<file path="src/hdl/pio_pkg.sv">
// package for the parallel io ports block: offsets, resets, carrier types
package pio_pkg;
  localparam int PIO_PORTS = 3;
  localparam int PIO_WIDTH = 8;
  localparam int PIO_FIXED_WIDTH = 8;
  // word offsets (index); byte address = 4 * index
  localparam logic [3:0] PIO_OFS_DATA0 = 4'h0;
  localparam logic [3:0] PIO_OFS_DATA1 = 4'h1;
  localparam logic [3:0] PIO_OFS_DATA2 = 4'h2;
  localparam logic [3:0] PIO_OFS_DIR0 = 4'h4;
  localparam logic [3:0] PIO_OFS_DIR1 = 4'h5;
  localparam logic [3:0] PIO_OFS_DIR2 = 4'h6;
  localparam logic [3:0] PIO_OFS_FIXED = 4'h8;
  localparam logic [3:0] PIO_OFS_SERCTL = 4'h9;
  // serial control register bit positions
  localparam int PIO_SERCTL_RXEN = 0;
  localparam int PIO_SERCTL_TXEN = 1;
  localparam int PIO_SERCTL_SPIEN = 2;
  // fixed port line positions
  localparam int PIO_FX_RX = 0;
  localparam int PIO_FX_TX = 1;
  localparam int PIO_FX_SPI_LO = 2;
  localparam int PIO_FX_SPI_HI = 5;
  localparam int PIO_FX_UNUSED = 6;
  // reset values
  localparam logic [7:0] PIO_DIR_RST = 8'h00;
  localparam logic [7:0] PIO_DATA_RST = 8'h00;
  localparam logic [2:0] PIO_SERCTL_RST = 3'h0;
  localparam logic [31:0] PIO_RDATA_RST = 32'h0000_0000;
  localparam logic [31:0] PIO_UNMAPPED = 32'h0000_0000;

  typedef enum logic [0:0] {PIO_IDLE, PIO_DONE} pio_state_t;

  typedef struct packed {
    logic [PIO_WIDTH-1:0] latch;
    logic [PIO_WIDTH-1:0] dir;
  } pio_port_t;

  typedef struct packed {
    pio_state_t state;
    pio_port_t [PIO_PORTS-1:0] port;
    logic [2:0] serctl;
    logic [31:0] rdata;
  } pio_regs_t;
endpackage : pio_pkg

</file>
<file path="src/hdl/pio_top.sv">
// parallel io ports: three bidirectional ports and a fixed input port
// Functional notes
// - three 8-bit ports, each with direction register
// - direction one drives output, zero is input
// - reset clears all direction registers
// - direction registers read back last written
// - data write to input pin only updates latch
// - data write to output pin drives latch
// - input pin reads live pin level
// - output pin reads latch, not pin
// - seven-line fixed input port; serial functions override
// - fixed lines: rx, tx, then four spi
// - rx and tx read zero only with both enabled; spi on reads zero, spi off reads pins
// - fixed port reads pins at read time
`timescale 1ns/1ps
module pio_top
  import pio_pkg::*;
(
  // clock and reset
  input wire logic i_core_clk,
  input wire logic i_sys_rst,
  // avalon-mm slave
  input wire logic [5:0] i_avs_address,
  input wire logic i_avs_read,
  input wire logic i_avs_write,
  input wire logic [31:0] i_avs_writedata,
  input wire logic [3:0] i_avs_byteenable,
  output logic [31:0] o_avs_readdata,
  output logic o_avs_waitrequest,
  // first port pins
  input wire logic [7:0] i_first_port_pins,
  output logic [7:0] o_first_port_pins,
  output logic [7:0] o_first_port_pins_oe,
  // second port pins
  input wire logic [7:0] i_second_port_pins,
  output logic [7:0] o_second_port_pins,
  output logic [7:0] o_second_port_pins_oe,
  // third port pins
  input wire logic [7:0] i_third_port_pins,
  output logic [7:0] o_third_port_pins,
  output logic [7:0] o_third_port_pins_oe,
  // fixed input port pins, bit 6 unused
  input wire logic [7:0] i_fixed_input_port_pins,
  // serial enables, visible to the serial units
  output logic o_async_serial_rx_en,
  output logic o_async_serial_tx_en,
  output logic o_spi_en
);

  pio_regs_t r;
  pio_regs_t next_r;
  logic [PIO_WIDTH-1:0] pin_in [PIO_PORTS];
  logic [3:0] idx;
  logic [31:0] rd_val;
  logic access;

  assign pin_in[0] = i_first_port_pins;
  assign pin_in[1] = i_second_port_pins;
  assign pin_in[2] = i_third_port_pins;
  assign idx = i_avs_address[5:2];
  assign access = (i_avs_read | i_avs_write) && (r.state == PIO_IDLE);

  // input bits come from the pin, output bits from the latch
  function automatic logic [7:0] port_read(input logic [7:0] latch,
                                           input logic [7:0] dir,
                                           input logic [7:0] pins);
    port_read = (dir & latch) | (~dir & pins);
  endfunction : port_read

  // merge byte lane 0 only; upper lanes hold no bits
  function automatic logic [7:0] lane0(input logic [7:0] old,
                                       input logic [31:0] wd,
                                       input logic [3:0] be);
    lane0 = be[0] ? wd[7:0] : old;
  endfunction : lane0

  // fixed port read: spi owns its lines while enabled; rx and tx only while both are enabled
  function automatic logic [7:0] fixed_read(input logic [7:0] pins,
                                            input logic [2:0] ctl);
    logic [7:0] v;
    v = pins;
    v[PIO_FX_UNUSED] = 1'b0;
    if (ctl[PIO_SERCTL_RXEN] && ctl[PIO_SERCTL_TXEN]) begin
      v[PIO_FX_TX:PIO_FX_RX] = 2'b00;
    end
    if (ctl[PIO_SERCTL_SPIEN]) begin
      v[PIO_FX_SPI_HI:PIO_FX_SPI_LO] = 4'h0;
    end
    fixed_read = v;
  endfunction : fixed_read

  always_comb begin
    rd_val = PIO_UNMAPPED;
    case (idx)
      PIO_OFS_DATA0: rd_val[7:0] = port_read(r.port[0].latch, r.port[0].dir, pin_in[0]);
      PIO_OFS_DATA1: rd_val[7:0] = port_read(r.port[1].latch, r.port[1].dir, pin_in[1]);
      PIO_OFS_DATA2: rd_val[7:0] = port_read(r.port[2].latch, r.port[2].dir, pin_in[2]);
      PIO_OFS_DIR0: rd_val[7:0] = r.port[0].dir;
      PIO_OFS_DIR1: rd_val[7:0] = r.port[1].dir;
      PIO_OFS_DIR2: rd_val[7:0] = r.port[2].dir;
      PIO_OFS_FIXED: rd_val[7:0] = fixed_read(i_fixed_input_port_pins, r.serctl);
      PIO_OFS_SERCTL: rd_val[2:0] = r.serctl;
      default: rd_val = PIO_UNMAPPED;
    endcase
  end

  always_comb begin
    next_r = r;
    case (r.state)
      PIO_IDLE: begin
        if (access) begin
          // one wait cycle so read data come from a flip-flop
          next_r.state = PIO_DONE;
          if (i_avs_read) begin
            next_r.rdata = rd_val;
          end
          if (i_avs_write) begin
            case (idx)
              PIO_OFS_DATA0: next_r.port[0].latch = lane0(r.port[0].latch, i_avs_writedata,
                                                          i_avs_byteenable);
              PIO_OFS_DATA1: next_r.port[1].latch = lane0(r.port[1].latch, i_avs_writedata,
                                                          i_avs_byteenable);
              PIO_OFS_DATA2: next_r.port[2].latch = lane0(r.port[2].latch, i_avs_writedata,
                                                          i_avs_byteenable);
              PIO_OFS_DIR0: next_r.port[0].dir = lane0(r.port[0].dir, i_avs_writedata,
                                                      i_avs_byteenable);
              PIO_OFS_DIR1: next_r.port[1].dir = lane0(r.port[1].dir, i_avs_writedata,
                                                      i_avs_byteenable);
              PIO_OFS_DIR2: next_r.port[2].dir = lane0(r.port[2].dir, i_avs_writedata,
                                                      i_avs_byteenable);
              PIO_OFS_SERCTL: begin
                if (i_avs_byteenable[0]) begin
                  next_r.serctl = i_avs_writedata[2:0];
                end
              end
              default: next_r.serctl = r.serctl;
            endcase
          end
        end
      end
      PIO_DONE: begin
        next_r.state = PIO_IDLE;
      end
      default: next_r.state = PIO_IDLE;
    endcase
  end

  always_ff @(posedge i_core_clk or posedge i_sys_rst) begin
    if (i_sys_rst) begin
      r.state <= PIO_IDLE;
      for (int p = 0; p < PIO_PORTS; p++) begin
        r.port[p].dir <= PIO_DIR_RST;
        r.port[p].latch <= PIO_DATA_RST;
      end
      r.serctl <= PIO_SERCTL_RST;
      r.rdata <= PIO_RDATA_RST;
    end else begin
      r <= next_r;
    end
  end

  // pin drivers: latch always drives the output, direction gates the enable
  assign o_first_port_pins = r.port[0].latch;
  assign o_first_port_pins_oe = r.port[0].dir;
  assign o_second_port_pins = r.port[1].latch;
  assign o_second_port_pins_oe = r.port[1].dir;
  assign o_third_port_pins = r.port[2].latch;
  assign o_third_port_pins_oe = r.port[2].dir;

  assign o_avs_readdata = r.rdata;
  assign o_avs_waitrequest = (i_avs_read | i_avs_write) && (r.state == PIO_IDLE);
  assign o_async_serial_rx_en = r.serctl[PIO_SERCTL_RXEN];
  assign o_async_serial_tx_en = r.serctl[PIO_SERCTL_TXEN];
  assign o_spi_en = r.serctl[PIO_SERCTL_SPIEN];

endmodule : pio_top

</file>
<file path="config.mk">
export PLATFORM = sky130hd
export DESIGN_NAME = pio_top
export DESIGN_NICKNAME = d
export VERILOG_FILES = /design/src/hdl/pio_pkg.sv /design/src/hdl/pio_top.sv
export SDC_FILE = /design/constraint.sdc
export NUM_CORES = 1
export LEC_CHECK = 0
export BUFFER_PORTS_ARGS = -buffer_cell sky130_fd_sc_hd__buf_2
export CAP_MARGIN = 10
export CORE_AREA = 4 4 126 128
export DETAILED_ROUTE_END_ITERATION = 8
export DIE_AREA = 0 0 130 132
export PLACE_DENSITY = 0.57
export SYNTH_ARGS = -nofsm -noshare
export SYNTH_HDL_FRONTEND = slang
export SYNTH_SLANG_ARGS = --single-unit
</file>
<file path="constraint.sdc">
create_clock -name i_core_clk -period 2.54 [get_ports i_core_clk]
set_input_delay 0.508 -clock i_core_clk [delete_from_list [all_inputs] [get_ports i_core_clk]]
set_output_delay 0.508 -clock i_core_clk [all_outputs]
set_load 0.005 [all_outputs]
</file>
==> impl_metrics.py, run 1 <==
metrics = {
    "timing": {
        "relSlewSlack": 0.623,
        "fin_crit_ns": 1.92,
        "setup_viol": 0,
        "slew_violations": 0,
        "holdWs_ns": 0.242,
        "max_freq_ghz": 0.522,
        "hold_viol": 0,
        "fin_skew_ns": 0.00623,
        "finalCritPeriodShare": 0.755,
        "tns_ns": 0,
        "rsz0062_at_grt": "false",
        "worst_pin_slew_ns": 0.559,
    },
    "hold_path": {
        "hp-class": "in2async",
    },
    "yosys": {
        "synthFlopType": "dfrtp_1",
        "synth_top_family_by_area": "multiplexers",
        "synth_mux_area_frac": 0.231,
        "yosys_warnings": 0,
        "postSynth.asyncResetShare": 1.00,
        "syn_inst": 335,
        "ys_seq_area_frac": 0.412,
        "synthXorXnorAreaFrac": 0,
        "avgSynthCellArea_um2": 10.9,
        "synth_cell_types": 48,
        "ys_ff_latch": 60,
        "synth_simple_gate_area_frac": 0.0953,
        "synth_edf_count": 0,
        "netlist_area_um2": 3650,
        "synth_compound_area_frac": 0.0806,
        "synthAdderAreaFrac": 0,
    },
    "clock_tree": {
        "htreeDepth": 3,
        "path_clk_slew_ns": 0.05,
        "clock_path_buffers": 2,
        "cts_hold_buffers": 0,
        "numCtsBuffers": 9,
        "cts_sinks": 60,
        "clock_latency_ns": 0.33,
        "cts_tree": "done",
        "cts_root_buf": "clkbuf_16",
        "postCtsSetupRepairBufs": 0,
        "cts_resized": 0,
    },
    "detailed_routing": {
        "vias": 2611,
        "drcViolationCount": 0,
        "viasPerCell": 4.41,
        "wl_per_cell_um": 17.7,
        "dr.pass1.iters": 4,
        "routed_wl_um": 10500,
        "detail-route-antenna-nets": 0,
        "drt_iter0_drc": 165,
    },
    "floorplan": {
        "die-area_um2": 17200,
        "initial_utilization": 0.245,
        "die_x_um": 130,
        "core_um2": 14900,
        "top_level_ports": 162,
        "die_h_um": 132,
        "fp-row-count": 45,
    },
    "final_layout": {
        "final_common_cell": "buf_2",
        "n_antenna_cell": 0,
        "num-fill-cells": 1577,
        "fin_cells": 592,
        "layout_common_cells": "buf_2 (107), dfrtp_1 (60), mux2_2 (51)",
        "area_growth_syn_to_layout_pct": 16.5,
        "layout-drive-gt1-share": 0.483,
        "layout.nets": 478,
        "multiInputGateArea_um2": 1580,
        "regArea_um2": 1500,
    },
    "pwr": {
        "peakVddDrop_mv": 0.304,
        "p_leak_nw": 2.12,
        "powerDensity_nw_per_um2": 707,
    },
    "critical_path": {
        "path_buf_inv": 1,
        "critPathRequiredTime_ns": 2.75,
        "crit_path_cell_trace": "buf_2, or4b_1, nor2_8, mux2_2",
        "critPathArrivalTime_ns": 2.13,
        "crit_path_end_kind": "flop",
        "cp_slowest_stage_delay_ns": 0.77,
        "cp_top_family": "simple AND/OR/NAND/NOR gates",
        "criticalPathCategory": "in2reg",
        "crit_path_top_delay_cell": "or4b_1",
        "cp_max_fo": 10,
        "cp-start-kind": "input port",
    },
    "placed_design": {
        "placedCellCount": 577,
        "gp_congestion": 0.801,
        "place_hpwl_um": 8410,
        "io_buffers": 107,
    },
    "flow_run": {
        "cap_violations": 0,
    },
    "global_route": {
        "grt_max_degree": 61,
        "grt-ovfl-total": 0,
        "grt_pass1_vias": 2663,
        "grt_pass1_wl_um": 16000,
        "grt_usage": 0.124,
        "antenna_found_initial": 0,
    },
    "outcome": {
        "run_status": "completed",
    },
}
final cells by class:
type                    count  area share
inverters                   2     0.00177
well taps                 188      0.0553
clock inverters             2     0.00824
repair buffers            120       0.152
flip-flops and latches     60       0.353
clock buffers              13      0.0589
multi-input cells         207       0.371
power by group:
group / switching [mW] / internal (mW) / total [mW]
logic: 0.273 / 0.313 / 0.586
registers: 0.146 / 1.11 / 1.25
clock network: 0.390 / 0.777 / 1.17
total: 0.809 / 2.20 / 3.01
cell usage after synthesis, types with 2 or more instances:
master,instances,share of area
a211oi_1,2,0.0041
a21oi_1,7,0.0096
a22o_1,3,0.0072
buf_2,6,0.0082
buf_4,80,0.16
dfrtp_1,60,0.41
inv_1,2,0.0021
mux2_2,51,0.16
mux2i_1,27,0.074
nand2_1,16,0.016
nand2b_1,3,0.0051
nand3_1,3,0.0041
nand3_2,2,0.0055
nor2_1,11,0.011
nor2b_1,5,0.0086
nor3_1,3,0.0041
o211ai_1,2,0.0041
o21ai_0,13,0.018
o21ai_1,2,0.0027
o22ai_1,8,0.014
or2_2,2,0.0034
worst paths after layout:
kind / startpoint / cells past startpoint / slack (ns) / end
hold reg to reg: o_avs_readdata[6]$_DFFE_PP0P_ / 2 / 0.50 / o_avs_readdata[6]$_DFFE_PP0P_
setup / recovery: i_avs_address[3] / 4 / 0.62 / o_second_port_pins[1]$_DFFE_PP0P_
setup reg to reg: r[83]$_DFF_PP0_ / 4 / 0.87 / o_third_port_pins[4]$_DFFE_PP0P_
min in group i_core_clk: i_fixed_input_port_pins[3] / 3 / 0.47 / o_avs_readdata[3]$_DFFE_PP0P_
hold / removal: i_sys_rst / 3 / 0.24 / o_second_port_pins[0]$_DFFE_PP0P_
max in group asynchronous: i_sys_rst / 3 / 2.03 / o_first_port_pins[7]$_DFFE_PP0P_
stage by stage:
step / utilization / setup WS (ns) / power [mW] / instance area (µm²)
2_1_floorplan: - / 0.547 / 1.75 / 3730
3_3_place_gp: 0.267 / 0.313 / 1.85 / 3970
3_5_place_dp: 0.267 / 0.291 / 1.87 / 3970
4_1_cts: 0.286 / 0.636 / 3.06 / 4250
5_1_grt: 0.286 / 0.582 / 3.17 / 4250
6_report: 0.286 / 0.622 / 3.01 / 4250
layer usage:
metal | share of wire | track usage | vias up | wire (µm)
met3 | 0.067 | 0.0304 | 18 | 703
met1 | 0.45 | 0.168 | 1271 | 4690
met2 | 0.47 | 0.191 | 104 | 4870
met5 | 0 | 0 | - | 0
li1 | - | - | 1218 | -
met4 | 0.019 | 0.0468 | 0 | 204
flip-flops by register name (all words and copies together), names as in the netlist, 8 cells and up:
register               flops
o_avs_readdata             8
o_first_port_pins          8
o_first_port_pins_oe       8
o_second_port_pins         8
o_second_port_pins_oe      8
o_third_port_pins          8
o_third_port_pins_oe       8
worst reg2reg max path: stages, from the launching register on:
cell	delay (ns)
dfrtp_1	0.40
nand3b_1	0.35
nor2_4	0.29
buf_4	0.19
mux2_2	0.33
cells by family after synthesis:
| kind of cell | Yosys count |
|---|---|
| flops | 60 |
| compound gates | 46 |
| mux | 78 |
| simple gates | 59 |
| other cells | 1 |
| buf+inv | 91 |
Power figures use the tool's default switching activity.
==> run 2, diff against run 1 <==
==> constraint.sdc (replaced) <==
create_clock -name i_core_clk -period 1.8 [get_ports i_core_clk]
set_input_delay 0.36 -clock i_core_clk [delete_from_list [all_inputs] [get_ports i_core_clk]]
set_output_delay 0.36 -clock i_core_clk [all_outputs]
set_load 0.005 [all_outputs]
==> run 2 against run 1 <==
  * Critical path depth did not move
  * Clock-buffer cell count fell by 4
  * Hold slack got worse by 0.15 ns
  * Register-to-register slack got worse by 0.75 ns
  * Die area did not move
  * Power rose by 56%
  * Final cell count rose by 2.4%
  * Utilization rose by 1.3 points
  * Global-route usage rose by 0.20 points
  * Combinational power rose by 43%
  * Critical path type is now reg2reg
  * Largest power group is now the clock network
==> impl_metrics.py, run 2 (synthesis results as in run 1) <==
metrics = {
    "outcome": {
        "run_status": "completed",
    },
    "timing": {
        "hold_viol": 0,
        "setup_viol": 0,
        "rsz0062_at_grt": "false",
        "tns_ns": 0,
        "worst_pin_slew_ns": 0.532,
        "max_freq_ghz": 0.596,
        "slew_violations": 0,
        "fin_skew_ns": 0.00637,
        "finalCritPeriodShare": 0.931,
        "finalWorstSetupSlack_ns": 0.124,
        "fin_crit_ns": 1.68,
        "relSlewSlack": 0.641,
    },
    "floorplan": {
        "core_um2": 14900,
        "die-area_um2": 17200,
        "top_level_ports": 162,
        "die_x_um": 130,
        "die_h_um": 132,
        "fp-row-count": 45,
        "initial_utilization": 0.245,
    },
    "final_layout": {
        "fin_cells": 606,
        "regArea_um2": 1500,
        "layout_common_cells": "buf_2 (107), dfrtp_1 (60), mux2_2 (51)",
        "area_growth_syn_to_layout_pct": 21.8,
        "final_common_cell": "buf_2",
        "layout-drive-gt1-share": 0.507,
        "design_area_um2": 4440,
        "layout.nets": 491,
        "n_antenna_cell": 0,
        "num-fill-cells": 1540,
        "multiInputGateArea_um2": 1580,
    },
    "critical_path": {
        "timing.rr.start": "r[83]$_DFF_PP0_",
        "criticalPathCategory": "reg2reg",
        "critPathArrivalTime_ns": 1.89,
        "crit_path_top_delay_cell": "dfrtp_1",
        "rr_worst_depth": 4,
        "endpoint": "o_second_port_pins_oe[6]$_DFFE_PP0P_",
        "cp_slowest_stage_delay_ns": 0.41,
        "startpoint": "r[83]$_DFF_PP0_",
        "cp_max_fo": 5,
        "crit_path_end_kind": "flop",
        "crit_path_cell_trace": "and3b_1, and3_1, buf_4, mux2_2",
        "rrSetupSlack_ns": 0.12,
        "critPathRequiredTime_ns": 2.01,
        "cp-start-kind": "flop",
        "r2r_end": "o_second_port_pins_oe[6]$_DFFE_PP0P_",
    },
    "detailed_routing": {
        "detail-route-antenna-nets": 0,
        "wl_per_cell_um": 17.5,
        "drt_iter0_drc": 135,
        "dr.pass1.iters": 4,
        "routed_wl_um": 10600,
        "vias": 2695,
        "viasPerCell": 4.45,
        "drcViolationCount": 0,
    },
    "placed_design": {
        "placed_area_um2": 4080,
        "placedCellCount": 590,
        "io_buffers": 107,
        "pre_cts_ws_ns": -0.114,
        "place_hpwl_um": 8450,
        "gp_congestion": 0.846,
    },
    "flow_run": {
        "cap_violations": 0,
    },
    "clock_tree": {
        "cts_tree": "done",
        "numCtsBuffers": 9,
        "cts_hold_buffers": 0,
        "cts_resized": 0,
        "cts_sinks": 60,
        "clock_latency_ns": 0.33,
        "cts_root_buf": "clkbuf_16",
        "clock_path_buffers": 2,
        "postCtsSetupRepairBufs": 0,
        "path_clk_slew_ns": 0.05,
        "htreeDepth": 3,
    },
    "hold_path": {
        "hp-class": "in2async",
    },
    "pwr": {
        "p_leak_nw": 2.21,
        "peakVddDrop_mv": 0.553,
        "powerDensity_nw_per_um2": 1060,
    },
    "global_route": {
        "grt-ovfl-total": 0,
        "grt_pass1_wl_um": 16400,
        "antenna_found_initial": 2,
        "grt_usage": 0.126,
        "grt_pass1_vias": 2762,
        "grt_max_degree": 61,
    },
}
[run 2: critical path: cells and delay by family (launching register included)]
kind                   cells  cell delay (ns)
flip-flops                 1             0.41
multiplexers               1             0.33
AND/OR/NAND/NOR            2             0.65
buffers and inverters      1             0.16
[run 2: per-layer routing]
layer | up-vias | track usage | routed length (µm)
met5 | - | 0 | 16
met4 | 4 | 0.0381 | 153
met2 | 105 | 0.201 | 5070
li1 | 1254 | - | -
met1 | 1317 | 0.168 | 4640
met3 | 15 | 0.0320 | 689
[run 2: stage by stage]
step / util / hold slack (ns) / power [mW]
after floorplan: - / 0.451 / 2.47
after global placement: 0.274 / 0.471 / 2.63
after detailed placement: 0.274 / 0.472 / 2.65
after CTS: 0.299 / 0.109 / 4.78
after global routing: 0.299 / 0.136 / 4.93
final: 0.299 / 0.0958 / 4.69
[run 2: how the worst min path moves through the flow]
stage	to	depth (start not counted)	slack (ns)
4_1_cts	o_first_port_pins[2]$_DFFE_PP0P_	3	0.11
6_report	o_third_port_pins[0]$_DFFE_PP0P_	3	0.1
2_1_floorplan	o_avs_readdata[0]$_DFFE_PP0P_	2	0.45
3_3_place_gp	o_second_port_pins[0]$_DFFE_PP0P_	3	0.47
5_1_grt	o_third_port_pins[0]$_DFFE_PP0P_	3	0.14
3_5_place_dp	o_third_port_pins[0]$_DFFE_PP0P_	3	0.47
[run 2: cell type report]
cell class,count,area share
inverter,2,0.00253
clock inverter,7,0.0312
sequential,60,0.338
multi-input combinational,207,0.355
tap,188,0.0529
timing repair buffer,133,0.170
clock buffer,9,0.0507
[run 2: power by group]
part / internal (mW) / total, mW / switching, mW
registers: 1.56 / 1.77 / 0.208
logic: 0.454 / 0.837 / 0.383
clock network: 1.49 / 2.09 / 0.601
total: 3.50 / 4.69 / 1.19
==> run 3, diff against run 2 <==
==> constraint.sdc (replaced) <==
create_clock -name i_core_clk -period 1.8 [get_ports i_core_clk]
set_input_delay 0.27 -clock i_core_clk [delete_from_list [all_inputs] [get_ports i_core_clk]]
set_output_delay 0.27 -clock i_core_clk [all_outputs]
set_load 0.005 [all_outputs]
==> run 3 against run 2 <==
  * The flow now finishes with violations (negative hold slack)
  * Clock power down 20%
  * Sequential cell count unchanged
  * Critical path depth unchanged
  * Design area down 2.0%
  * Via count up 0.56%
  * Clock-buffer cell count unchanged
  * First-iteration DRC count down 27%
  * Non-clock buffer count down 2
==> impl_metrics.py, run 3 (synthesis results as in run 1) <==
metrics = {
    "critical_path": {
        "r2r_end": "o_third_port_pins[2]$_DFFE_PP0P_",
        "criticalPathCategory": "reg2reg",
        "startpoint": "r[83]$_DFF_PP0_",
        "cp-start-kind": "flop",
        "timing.rr.start": "r[83]$_DFF_PP0_",
        "cp_max_fo": 5,
        "critPathArrivalTime_ns": 1.84,
        "rrSetupSlack_ns": 0.19,
        "rr_worst_depth": 4,
        "critPathRequiredTime_ns": 2.02,
        "endpoint": "o_third_port_pins[2]$_DFFE_PP0P_",
        "crit_path_end_kind": "flop",
    },
    "floorplan": {
        "die_x_um": 130,
        "die-area_um2": 17200,
        "fp-row-count": 45,
        "initial_utilization": 0.245,
        "core_um2": 14900,
        "die_h_um": 132,
        "top_level_ports": 162,
    },
    "detailed_routing": {
        "routed_wl_um": 10700,
        "vias": 2710,
        "dr.pass1.iters": 4,
        "detail-route-antenna-nets": 0,
        "drt_iter0_drc": 99,
        "wl_per_cell_um": 17.7,
        "viasPerCell": 4.49,
        "drcViolationCount": 0,
    },
    "clock_tree": {
        "clock_latency_ns": 0.34,
        "cts_hold_buffers": 0,
        "cts_root_buf": "clkbuf_16",
        "htreeDepth": 3,
        "path_clk_slew_ns": 0.06,
        "postCtsSetupRepairBufs": 0,
        "cts_sinks": 60,
        "numCtsBuffers": 9,
        "cts_tree": "done",
        "cts_resized": 0,
        "clock_path_buffers": 2,
    },
    "placed_design": {
        "place_hpwl_um": 8530,
        "gp_congestion": 0.838,
        "io_buffers": 107,
        "placedCellCount": 588,
        "placed_area_um2": 4060,
    },
    "timing": {
        "finalCritPeriodShare": 0.897,
        "fin_skew_ns": 0.00669,
        "max_freq_ghz": 0.620,
        "setup_viol": 0,
        "holdWs_ns": -0.0111,
        "rsz0062_at_grt": "false",
        "tns_ns": 0,
        "worst_pin_slew_ns": 0.613,
        "relSlewSlack": 0.587,
        "hold_viol": 8,
        "slew_violations": 0,
        "fin_crit_ns": 1.61,
    },
    "final_layout": {
        "area_growth_syn_to_layout_pct": 19.3,
        "layout.nets": 489,
        "fin_cells": 604,
        "layout_common_cells": "buf_2 (107), dfrtp_1 (60), mux2_2 (51)",
        "n_antenna_cell": 0,
        "final_common_cell": "buf_2",
        "layout-drive-gt1-share": 0.505,
        "design_area_um2": 4350,
    },
    "global_route": {
        "grt_max_degree": 61,
        "antenna_found_initial": 0,
        "grt_usage": 0.128,
        "grt_pass1_vias": 2805,
        "grt-ovfl-total": 0,
        "grt_pass1_wl_um": 16600,
    },
    "outcome": {
        "run_status": "complete, but fails checks",
        "violations": "negative hold slack",
    },
    "pwr": {
        "p_leak_nw": 2.17,
        "powerDensity_nw_per_um2": 986,
        "peakVddDrop_mv": 0.556,
    },
    "hold_path": {
        "hp-class": "in2async",
    },
    "flow_run": {
        "cap_violations": 0,
    },
}
[run 3: worst min path at each step]
stage | start | to | slack [ns] | cells past startpoint
CTS | i_sys_rst | o_third_port_pins[2]$_DFFE_PP0P_ | 0.003 | 3
detailed placement | i_sys_rst | o_second_port_pins[0]$_DFFE_PP0P_ | 0.36 | 3
floorplan | i_avs_writedata[0] | o_async_serial_rx_en$_DFFE_PP0P_ | 0.42 | 1
global placement | i_sys_rst | o_second_port_pins[0]$_DFFE_PP0P_ | 0.36 | 3
finish | i_sys_rst | o_second_port_pins[0]$_DFFE_PP0P_ | -0.01 | 3
global route | i_sys_rst | o_second_port_pins[0]$_DFFE_PP0P_ | 0.03 | 3
[run 3: worst max-delay path, cell delays in order, from the launching register on]
cell and delay [ns]:
dfrtp_1 0.41, nand3b_1 0.34, nor2_4 0.25, buf_4 0.18, mux2_2 0.33
[run 3: where the power goes]
part           leakage, nW  switching, mW  total [mW]  internal [mW]
logic                 1.24          0.385       0.839          0.454
registers            0.793          0.210        1.77           1.56
clock network        0.137          0.622        1.68           1.06
total                 2.17           1.22        4.29           3.08
[run 3: metrics by stage]
step | worst slack, ns | utilization | power, mW
6_report | 0.186 | 0.293 | 4.29
5_1_grt | 0.129 | 0.293 | 4.50
4_1_cts | 0.175 | 0.293 | 4.35
3_5_place_dp | -0.0263 | 0.273 | 2.65
3_3_place_gp | -0.00112 | 0.273 | 2.63
2_1_floorplan | 0.0453 | - | 2.47
[run 3: layout make-up]
type	instances	area (µm²)
Clock buffer	9	225
Clock inverter	7	67.6
Fill cell	1586	10500
Inverter	2	7.51
Multi-Input combinational cell	207	1580
Sequential cell	60	1500
Tap cell	188	235
Timing Repair Buffer	131	741
[run 3: layer usage]
metal	GRT usage	up-vias	wire (µm)
li1	-	1253	-
met2	0.203	118	5060
met4	0.0520	0	251
met5	0	-	0
met1	0.163	1321	4600
met3	0.0353	18	745
